### src/common/ckgcfg_pkg.sv
package ckgcfg_pkg;

  // ==========================================================================
  // Register offsets.
  localparam logic [7:0] ADDR_MODE    = 8'h00;
  localparam logic [7:0] ADDR_INDEX   = 8'h01;
  localparam logic [7:0] ADDR_ASSOC   = 8'h02;
  localparam logic [7:0] ADDR_SUSP    = 8'h03;
  localparam logic [7:0] ADDR_PLLSD   = 8'h04;
  localparam logic [7:0] ADDR_REFSEL  = 8'h05;
  localparam logic [7:0] ADDR_RSVD6   = 8'h06;
  localparam logic [7:0] ADDR_XTAL    = 8'h07;
  localparam logic [7:0] ADDR_RSVD8   = 8'h08;
  localparam logic [7:0] ADDR_RSVD9   = 8'h09;
  localparam logic [7:0] ADDR_LOOP4   = 8'h0A;
  localparam logic [7:0] ADDR_LOOP5   = 8'h0B;
  localparam logic [7:0] ADDR_LOOP0   = 8'h0C;
  localparam logic [7:0] ADDR_LOOP1   = 8'h0D;
  localparam logic [7:0] ADDR_LOOP2   = 8'h0E;
  localparam logic [7:0] ADDR_LOOP3   = 8'h0F;

  // ==========================================================================
  // Reset values.
  localparam logic [7:0] RST_MODE     = 8'h00;
  localparam logic [7:0] RST_INDEX    = 8'h00;
  localparam logic [7:0] RST_ASSOC    = 8'h02;
  localparam logic [7:0] RST_SUSP     = 8'h02;
  localparam logic [7:0] RST_PLLSD    = 8'h0F;
  localparam logic [7:0] RST_REFSEL   = 8'h04;
  localparam logic [7:0] RST_XTAL     = 8'h00;
  localparam logic [7:0] RST_LOOP     = 8'h10;

  // ==========================================================================
  // Writable bit masks; all other bits are reserved and read as zero.
  localparam logic [7:0] MASK_MODE    = 8'h01;
  localparam logic [7:0] MASK_INDEX   = 8'h07;
  localparam logic [7:0] MASK_ASSOC   = 8'hFF;
  localparam logic [7:0] MASK_SUSP    = 8'h7F;
  localparam logic [7:0] MASK_PLLSD   = 8'h8F;
  localparam logic [7:0] MASK_REFSEL  = 8'h04;
  localparam logic [7:0] MASK_XTAL    = 8'h1F;
  localparam logic [7:0] MASK_LOOP    = 8'hFF;

  // ==========================================================================
  // Field positions.
  localparam int MODE_BIT    = 0;
  localparam int SHUT_BIT    = 7;
  localparam int REF_BIT     = 2;
  localparam int CAP_BIT     = 7;
  localparam int PUMP_LSB    = 4;
  localparam int PUMP_W      = 3;
  localparam int RES_W       = 4;
  localparam int NUM_OUT     = 7;
  localparam int NUM_PLL     = 4;
  localparam int NUM_CFG     = 6;
  localparam int IDX_W       = 3;
  localparam int XTAL_W      = 5;

  // ==========================================================================
  // Loop filter configuration order in the byte map: 4, 5, 0, 1, 2, 3.
  function automatic logic [IDX_W-1:0] loop_slot(input logic [IDX_W-1:0] cfg);
    return (cfg >= IDX_W'(4)) ? IDX_W'(cfg - IDX_W'(4)) : IDX_W'(cfg + IDX_W'(2));
  endfunction : loop_slot

endpackage : ckgcfg_pkg

### src/hdl/ckgcfg_out_ctrl.sv
`timescale 1ns/100ps
module ckgcfg_out_ctrl #(
  parameter int NUM_OUT = 7
) (
  input  wire logic               i_core_clk,
  input  wire logic               i_sys_rst,
  input  wire logic [NUM_OUT-1:0] i_assoc,
  input  wire logic [NUM_OUT-1:0] i_suspend_n,
  input  wire logic               i_pin_active,
  output logic      [NUM_OUT-1:0] o_enable
);

  initial
  begin
    if (NUM_OUT < 1) $error("NUM_OUT must be positive.");
  end

  // ==========================================================================
  // Per output enable from override and pin association.
  typedef struct packed {
    logic [NUM_OUT-1:0] en;
  } ckgcfg_oc_t;

  ckgcfg_oc_t st_q;
  ckgcfg_oc_t st_d;

  always_comb
  begin
    st_d.en = ~(i_assoc & {NUM_OUT{i_pin_active}});  // see
    st_d.en = st_d.en & i_suspend_n;
  end

  always_ff @(posedge i_core_clk)
  begin
    if (i_sys_rst)
      st_q <= '0;
    else
      st_q <= st_d;
  end

  assign o_enable = st_q.en;

endmodule : ckgcfg_out_ctrl

### src/hdl/ckgcfg_regs.sv
`timescale 1ns/100ps
// Overview of operation
// Bit 0 of byte 0x00 picks hardware pin selection (0) or the software index field (1).
// An output whose association bit is 1 is suspended while the shutdown/enable pin is active; the code does so only when bit 7 of byte 0x04 is 1.
// An output whose association bit is 0 stays enabled whatever the pin does.
// A pin-suspended output takes the disable style chosen by its own disable-mode bits.
// An output whose active-low suspend bit is 0 is suspended, overriding the association.
// A PLL whose active-low suspend bit is 0 is suspended, and all four run after reset.
// Bit 7 of byte 0x04 chooses full shutdown or output-enable behaviour for the pin.
// The reference comes from the crystal when the select bit is 0 and the clock pin when 1.
// The crystal load capacitance follows the five-bit code in byte 0x07.
// Six loop filter sets live in bytes 0x0A to 0x0F and the active one is used.
// The host writes zeros to reserved bits and ignores their read value.
module ckgcfg_regs #(
  parameter int NUM_OUT = ckgcfg_pkg::NUM_OUT
) (
  input  wire logic               i_core_clk,
  input  wire logic               i_sys_rst,
  input  wire logic               i_wr_en,
  input  wire logic               i_rd_en,
  input  wire logic [7:0]         i_addr,
  input  wire logic [7:0]         i_wr_data,
  input  wire logic [2:0]         i_sel_pins,
  input  wire logic               i_shutdown_enable_pin,
  input  wire logic [NUM_OUT-1:0] i_output_disable_style,
  output logic      [7:0]         o_rd_data,
  output logic                    o_rd_valid,
  output logic      [NUM_OUT-1:0] o_output_enable,
  output logic      [NUM_OUT-1:0] o_output_disable_style,
  output logic      [3:0]         o_pll_run,
  output logic                    o_device_shutdown,
  output logic                    o_reference_source_bit,
  output logic      [4:0]         o_crystal_cap_code,
  output logic      [2:0]         o_active_config,
  output logic                    o_loop_cap_select,
  output logic      [2:0]         o_charge_pump_current,
  output logic      [3:0]         o_loop_resistor_code
);

  initial
  begin
    if (NUM_OUT != ckgcfg_pkg::NUM_OUT)
      $error("NUM_OUT must match the register map.");
    if (ckgcfg_pkg::NUM_CFG > 8)
      $error("Loop filter sets must fit the three-bit index.");
    if (ckgcfg_pkg::NUM_PLL != 4)
      $error("The PLL run field is four bits wide.");
  end

  // ==========================================================================
  // State.
  typedef struct packed {
    // Stored register bytes.
    logic [7:0]                       mode;
    logic [7:0]                       index;
    logic [7:0]                       assoc;
    logic [7:0]                       susp;
    logic [7:0]                       pllsd;
    logic [7:0]                       refsel;
    logic [7:0]                       xtal;
    logic [ckgcfg_pkg::NUM_CFG-1:0][7:0] loop;
    // Registered answers and derived state.
    logic [7:0]                       rd_data;
    logic                             rd_valid;
    logic [2:0]                       active;
    logic [7:0]                       loop_act;
    logic [NUM_OUT-1:0]               style;
    logic                             shut;
  } ckgcfg_st_t;

  ckgcfg_st_t st_q;
  ckgcfg_st_t st_d;
  logic       pin_active;
  logic [2:0] cfg_pick;

  // ==========================================================================
  // Position of a loop filter byte inside the stored array.
  function automatic logic [2:0] loop_index(input logic [7:0] a);
    logic [7:0] d;
    d = a - ckgcfg_pkg::ADDR_LOOP4;
    return d[2:0];
  endfunction : loop_index

  // ==========================================================================
  // Byte readback with reserved bits forced to zero.
  function automatic logic [7:0] read_byte(input ckgcfg_st_t s, input logic [7:0] a);
    logic [7:0] r;
    r = 8'h00;
    unique case (a)
      ckgcfg_pkg::ADDR_MODE:   r = s.mode;
      ckgcfg_pkg::ADDR_INDEX:  r = s.index;
      ckgcfg_pkg::ADDR_ASSOC:  r = s.assoc;
      ckgcfg_pkg::ADDR_SUSP:   r = s.susp;
      ckgcfg_pkg::ADDR_PLLSD:  r = s.pllsd;
      ckgcfg_pkg::ADDR_REFSEL: r = s.refsel;
      ckgcfg_pkg::ADDR_XTAL:   r = s.xtal;
      ckgcfg_pkg::ADDR_LOOP4,
      ckgcfg_pkg::ADDR_LOOP5,
      ckgcfg_pkg::ADDR_LOOP0,
      ckgcfg_pkg::ADDR_LOOP1,
      ckgcfg_pkg::ADDR_LOOP2,
      ckgcfg_pkg::ADDR_LOOP3:  r = s.loop[loop_index(a)];
      // Unmapped and reserved bytes read zero.
      default:                 r = 8'h00;
    endcase
    return r;
  endfunction : read_byte

  // ==========================================================================
  // Pin role and active configuration.
  // The pin is active high in both of its roles.
  assign pin_active = i_shutdown_enable_pin;

  // Active configuration from pins or software index.
  assign cfg_pick = st_q.mode[ckgcfg_pkg::MODE_BIT] ? st_q.index[2:0] : i_sel_pins;

  // ==========================================================================
  // Next state.
  always_comb
  begin
    st_d          = st_q;
    // Reads capture the addressed byte, which then holds until the next read.
    st_d.rd_valid = i_rd_en;
    if (i_rd_en)
    begin
      st_d.rd_data = read_byte(st_q, i_addr);
    end
    // Writes keep only the defined bits of each byte.
    if (i_wr_en)
    begin
      unique case (i_addr)
        ckgcfg_pkg::ADDR_MODE:   st_d.mode   = i_wr_data & ckgcfg_pkg::MASK_MODE;
        ckgcfg_pkg::ADDR_INDEX:  st_d.index  = i_wr_data & ckgcfg_pkg::MASK_INDEX;
        ckgcfg_pkg::ADDR_ASSOC:  st_d.assoc  = i_wr_data & ckgcfg_pkg::MASK_ASSOC;
        ckgcfg_pkg::ADDR_SUSP:   st_d.susp   = i_wr_data & ckgcfg_pkg::MASK_SUSP;
        ckgcfg_pkg::ADDR_PLLSD:  st_d.pllsd  = i_wr_data & ckgcfg_pkg::MASK_PLLSD;
        ckgcfg_pkg::ADDR_REFSEL: st_d.refsel = i_wr_data & ckgcfg_pkg::MASK_REFSEL;
        ckgcfg_pkg::ADDR_XTAL:   st_d.xtal   = i_wr_data & ckgcfg_pkg::MASK_XTAL;
        ckgcfg_pkg::ADDR_LOOP4,
        ckgcfg_pkg::ADDR_LOOP5,
        ckgcfg_pkg::ADDR_LOOP0,
        ckgcfg_pkg::ADDR_LOOP1,
        ckgcfg_pkg::ADDR_LOOP2,
        ckgcfg_pkg::ADDR_LOOP3:
          st_d.loop[loop_index(i_addr)] = i_wr_data;
        default: ;
      endcase
    end
    // Active configuration and its loop filter set.
    st_d.active = cfg_pick;
    if (cfg_pick < 3'(ckgcfg_pkg::NUM_CFG))
    begin
      st_d.loop_act = st_q.loop[ckgcfg_pkg::loop_slot(cfg_pick)];
    end
    else
    begin
      st_d.loop_act = ckgcfg_pkg::RST_LOOP;
    end
    // Pin driven state.
    st_d.style = i_output_disable_style;
    st_d.shut  = pin_active & ~st_q.pllsd[ckgcfg_pkg::SHUT_BIT];
  end

  // ==========================================================================
  // State register with synchronous reset.
  always_ff @(posedge i_core_clk)
  begin
    if (i_sys_rst)
    begin
      st_q          <= '0;
      st_q.mode     <= ckgcfg_pkg::RST_MODE;
      st_q.index    <= ckgcfg_pkg::RST_INDEX;
      st_q.assoc    <= ckgcfg_pkg::RST_ASSOC;
      st_q.susp     <= ckgcfg_pkg::RST_SUSP;
      st_q.pllsd    <= ckgcfg_pkg::RST_PLLSD;
      st_q.refsel   <= ckgcfg_pkg::RST_REFSEL;
      st_q.xtal     <= ckgcfg_pkg::RST_XTAL;
      st_q.loop     <= {ckgcfg_pkg::NUM_CFG{ckgcfg_pkg::RST_LOOP}};
      st_q.loop_act <= ckgcfg_pkg::RST_LOOP;
    end
    else
    begin
      st_q <= st_d;
    end
  end

  // ==========================================================================
  // Output enables, only gated by the pin in output-enable style.
  // The sub-block registers again, so enables trail a write by two cycles.
  ckgcfg_out_ctrl #(
    .NUM_OUT (NUM_OUT)
  ) u_out_ctrl (
    .i_core_clk   (i_core_clk),
    .i_sys_rst    (i_sys_rst),
    .i_assoc      (st_q.assoc[NUM_OUT-1:0]),
    .i_suspend_n  (st_q.susp[NUM_OUT-1:0]),
    .i_pin_active (pin_active & st_q.pllsd[ckgcfg_pkg::SHUT_BIT]),  // see
    .o_enable     (o_output_enable)
  );

  // ==========================================================================
  // Register driven outputs.
  // Read answer.
  assign o_rd_data              = st_q.rd_data;
  assign o_rd_valid             = st_q.rd_valid;

  // Output style, PLL run and shutdown.
  assign o_output_disable_style = st_q.style;
  assign o_pll_run              = st_q.pllsd[ckgcfg_pkg::NUM_PLL-1:0];
  assign o_device_shutdown      = st_q.shut;

  // Reference and crystal.
  assign o_reference_source_bit = st_q.refsel[ckgcfg_pkg::REF_BIT];
  assign o_crystal_cap_code     = st_q.xtal[ckgcfg_pkg::XTAL_W-1:0];

  // Active configuration and its loop filter fields.
  assign o_active_config        = st_q.active;
  assign o_loop_cap_select      = st_q.loop_act[ckgcfg_pkg::CAP_BIT];
  assign o_charge_pump_current  = st_q.loop_act[ckgcfg_pkg::PUMP_LSB +: ckgcfg_pkg::PUMP_W];
  assign o_loop_resistor_code   = st_q.loop_act[ckgcfg_pkg::RES_W-1:0];

endmodule : ckgcfg_regs

### config.mk
export PLATFORM = sky130hd
export DESIGN_NAME = ckgcfg_regs
export DESIGN_NICKNAME = d
export VERILOG_FILES = /design/src/common/ckgcfg_pkg.sv /design/src/hdl/ckgcfg_out_ctrl.sv /design/src/hdl/ckgcfg_regs.sv
export SDC_FILE = /design/constraint.sdc
export NUM_CORES = 1
export LEC_CHECK = 0
export BUFFER_PORTS_ARGS = -buffer_cell sky130_fd_sc_hd__buf_2
export CORE_MARGIN = 2
export CORE_UTILIZATION = 40
export DETAILED_ROUTE_END_ITERATION = 16
export GPL_TIMING_DRIVEN = 0
export MAX_ROUTING_LAYER = met4
export SLEW_MARGIN = 0
export SYNTH_ARGS = -nofsm -noshare
export SYNTH_HDL_FRONTEND = slang
export SYNTH_SLANG_ARGS = --single-unit
### constraint.sdc
create_clock -name i_core_clk -period 2.8 [get_ports i_core_clk]
set_input_delay 0.14 -clock i_core_clk [delete_from_list [all_inputs] [get_ports i_core_clk]]
set_output_delay 0.14 -clock i_core_clk [all_outputs]
set_load 0.02 [all_outputs]
==> impl_results.md <==
* Worst setup SP type: flip-flop
* Worst Setup SP: st_q[124]
* Final setup skew at 0.00566 ns
* PwrDens at 636 nW/um^2
* Reg2reg path depth at 6
* Sequential share of power at 38.6%
* R2R Setup Slk at 0.29 ns
* Crit path kind: reg2reg
* Post-DRT Antenna Nets at 0
* Critical R2R Capture: o_loop_cap_select
* Sum of negative setup slack at 0 ns
* Clock group share of total power at 54.7%
* Crit-path max FO at 10
* Mapped Nets at 612
* Net Switching at 0.000944 W
* Gr ovfl total at 0
* Peak supply drop at 0.372 mV
* Vias post-DR at 4636
* Max-slew violation count at 0
* Die area at 14200 um^2
* Overall Global Routing Usage at 24.1%
* Slew margin rel. at 38.9%
* Logic pwr share at 6.6%
* Hold slack at 0.00330 ns
* Reg2reg start: st_q[124]
* Number of remaining DRC errors at 0
* Synth async-reset ratio at 0%
* Root Driver: clkbuf_16
* Top FF cell, synth: dfxtp_1
* Clock transition at the registers of the reported paths at 0.05 ns
* Largest net degree at the start of global routing at 17
* H-tree depth at 4
* Placed Cells at 821
* Initial antenna violation count at 1
* Number of synthesized flops with an enable pin at 0
* First-pass GRT wire length at 24900 um
* Fmax at 0.398 GHz
* Clk sinks at 113
* # setup viols final at 0
* IO buf count at 69
* Worst Setup EP: o_loop_cap_select
* Netlist Area Pre-Place at 5320 um^2
* Post-synthesis sequential area ratio at 42.6%
* RePlAce Congestion at 0.902
* Syn. warnings at 0
* Internal power at 0.00326 W
* Final min period at 2.51 ns
* Hold Vio Cnt, Final at 0
* Die Height at 119 um
* Vias in the first global route at 4403
* Run status: finished clean
* Starting density of the core at 40.6%
* Commonest non-fill, non-tap cell in the layout: dfxtp_1
* P&R area growth vs syn at 24.4%
* CTS max path bufs at 2
* Most frequent cells in the layout: dfxtp_1 (113), buf_2 (74), mux2i_1 (71)
* Net switching fraction of the power at 22.4%
* Tcrit/Tclk final at 89.8%
* Routed WL per cell at 19.0 um
* Detailed-router iteration count before antenna repair at 5
* Post-DP HPWL at 11500 um
* Mapped Cells at 576
* Post-layout util at 50.5%
* Share of cells above drive strength 1 at 24.6%
* Avg Cell Area, Syn at 9.23 um^2
* Static Leakage at 2.73 nW
* Worst-Margin Slew at 0.909 ns
* CTS tree: done
* Critical path endpoint category: flip-flop
* Placed Area at 5880 um^2
* Die W at 119 um
* Clock Latency Late Sink at 0.41 ns
* FILL cells at 1231
* CP arrival at 2.80 ns
* WL final at 16400 um
* CTS Buf Count at 17
* Post-route insts no fill at 863
* RSZ-0062 raised after global routing: false
* Min-Delay Path Class: in2reg
* FP Rows at 42
* #FFs+latches synth at 113
* Nets at 709
* IO Pins at 76
* Max Cap Viol at 0
* DRT iter0 DRCs at 425
* CP Data Required Time at 3.08 ns
* Fin area at 6610 um^2
* Total core area at 13100 um^2
* Unique masters post-synth at 51
* Vias per cell at 5.37
-- worst min-delay path by stage --
stage / from / slack (ns) / cells past startpoint / to
after global routing: i_wr_data[0] / 0.009 / 3 / st_q[60]
after floorplan: i_output_disable_style[0] / 0.27 / 1 / o_output_disable_style[0]
after global placement: i_output_disable_style[4] / 0.36 / 2 / o_output_disable_style[4]
final: i_wr_data[0] / 0.003 / 3 / st_q[60]
after detailed placement: i_output_disable_style[6] / 0.36 / 2 / o_output_disable_style[6]
after CTS: i_wr_data[0] / 0.0004 / 3 / st_q[60]
-- flip-flops by register name, summed over array words and instances (netlist names) --
register	flops
o_output_disable_style	7
o_loop_resistor_code	4
o_rd_data	8
o_rd_valid	1
o_active_config	3
o_loop_cap_select	1
o_device_shutdown	1
o_crystal_cap_code	5
u_out_ctrl.o_enable	7
st_q	68
o_charge_pump_current	3
o_pll_run	4
o_reference_source_bit	1
-- through the flow --
stage | total power [W] | setup WS [ns]
6_report | 0.00421 | 0.286
3_3_place_gp | 0.00192 | 0.0760
5_1_grt | 0.00431 | 0.131
3_5_place_dp | 0.00192 | 0.0404
4_1_cts | 0.00422 | 0.0280
2_1_floorplan | 0.00182 | 0.588
-- layer usage --
metal  track usage, %  share of wire, %
met5                -                 0
met4             8.26               1.7
met3             5.65               8.3
met2             37.1                46
met1             31.2                44
-- timing repair --
item                       in CTS  in global routing
hold endpoints to repair        9                  0
gates resized for setup         0                  3
setup buffers                   0                  0
setup endpoints to repair       0                  1
hold buffers                    9                  0
-- cell usage after synthesis (all sizes together) (4+ instances only) --
| master | number | area share [%] |
|---|---|---|
| nand3 | 24 | 2.3 |
| nor3 | 6 | 0.99 |
| mux2i | 72 | 14 |
| dfxtp | 113 | 43 |
| nor2b | 12 | 1.4 |
| inv | 6 | 0.42 |
| mux4 | 12 | 5.1 |
| buf | 44 | 5.8 |
| a21oi | 39 | 3.7 |
| o211ai | 7 | 0.99 |
| nand2 | 66 | 4.7 |
| nand2b | 11 | 1.3 |
| ha | 5 | 1.2 |
| nor2 | 57 | 4.1 |
| o22ai | 4 | 0.47 |
| o21ai | 20 | 1.9 |
| mux2 | 6 | 1.3 |
| clkbuf | 31 | 2.2 |
-- logic make-up (layout without fill, tap and decap cells) --
family | count (synthesis) | in the layout | synth area share, %
AND/OR/NAND/NOR | 195 | 195 | 17.5
flip-flops | 113 | 113 | 42.6
AO/OA/AOI/OAI | 90 | 90 | 10.2
multiplexers | 90 | 90 | 20.0
buffers and inverters | 83 | 193 | 8.52
adder cells (fa/ha/maj) | 5 | 5 | 1.18
other | 0 | 1 | 0
-- power by group through the flow --
| stage | registers, W | logic [W] | clock network (W) |
|---|---|---|---|
| floorplan | 0.00166 | 0.000156 | 0 |
| CTS | 0.00163 | 0.000274 | 0.00232 |
| global route | 0.00163 | 0.000295 | 0.00239 |
| finish | 0.00163 | 0.000279 | 0.00230 |
| global placement | 0.00166 | 0.000262 | 0 |
| detailed placement | 0.00166 | 0.000263 | 0 |
-- area by class of cell --
cell class / instances / area (um^2) / share of cell area [%]
antenna: 1 / 2.50 / 0.0378
buffer: 75 / 424 / 6.41
clock buffer: 21 / 470 / 7.11
clock inverter: 11 / 159 / 2.40
inverter: 8 / 30.0 / 0.454
multi-input combinational: 380 / 2610 / 39.5
sequential: 113 / 2260 / 34.2
tap: 176 / 220 / 3.33
timing repair buffer: 78 / 435 / 6.58
-- worst max-delay path, cell delays in order (launching register included) --
cell      delay, ns
dfxtp_1        0.31
clkbuf_1       0.33
mux2i_4        0.59
buf_2          0.44
mux4_2         0.56
nand2_1        0.08
o21ai_0        0.07
Note: power is estimated with default switching activity, not from simulation.
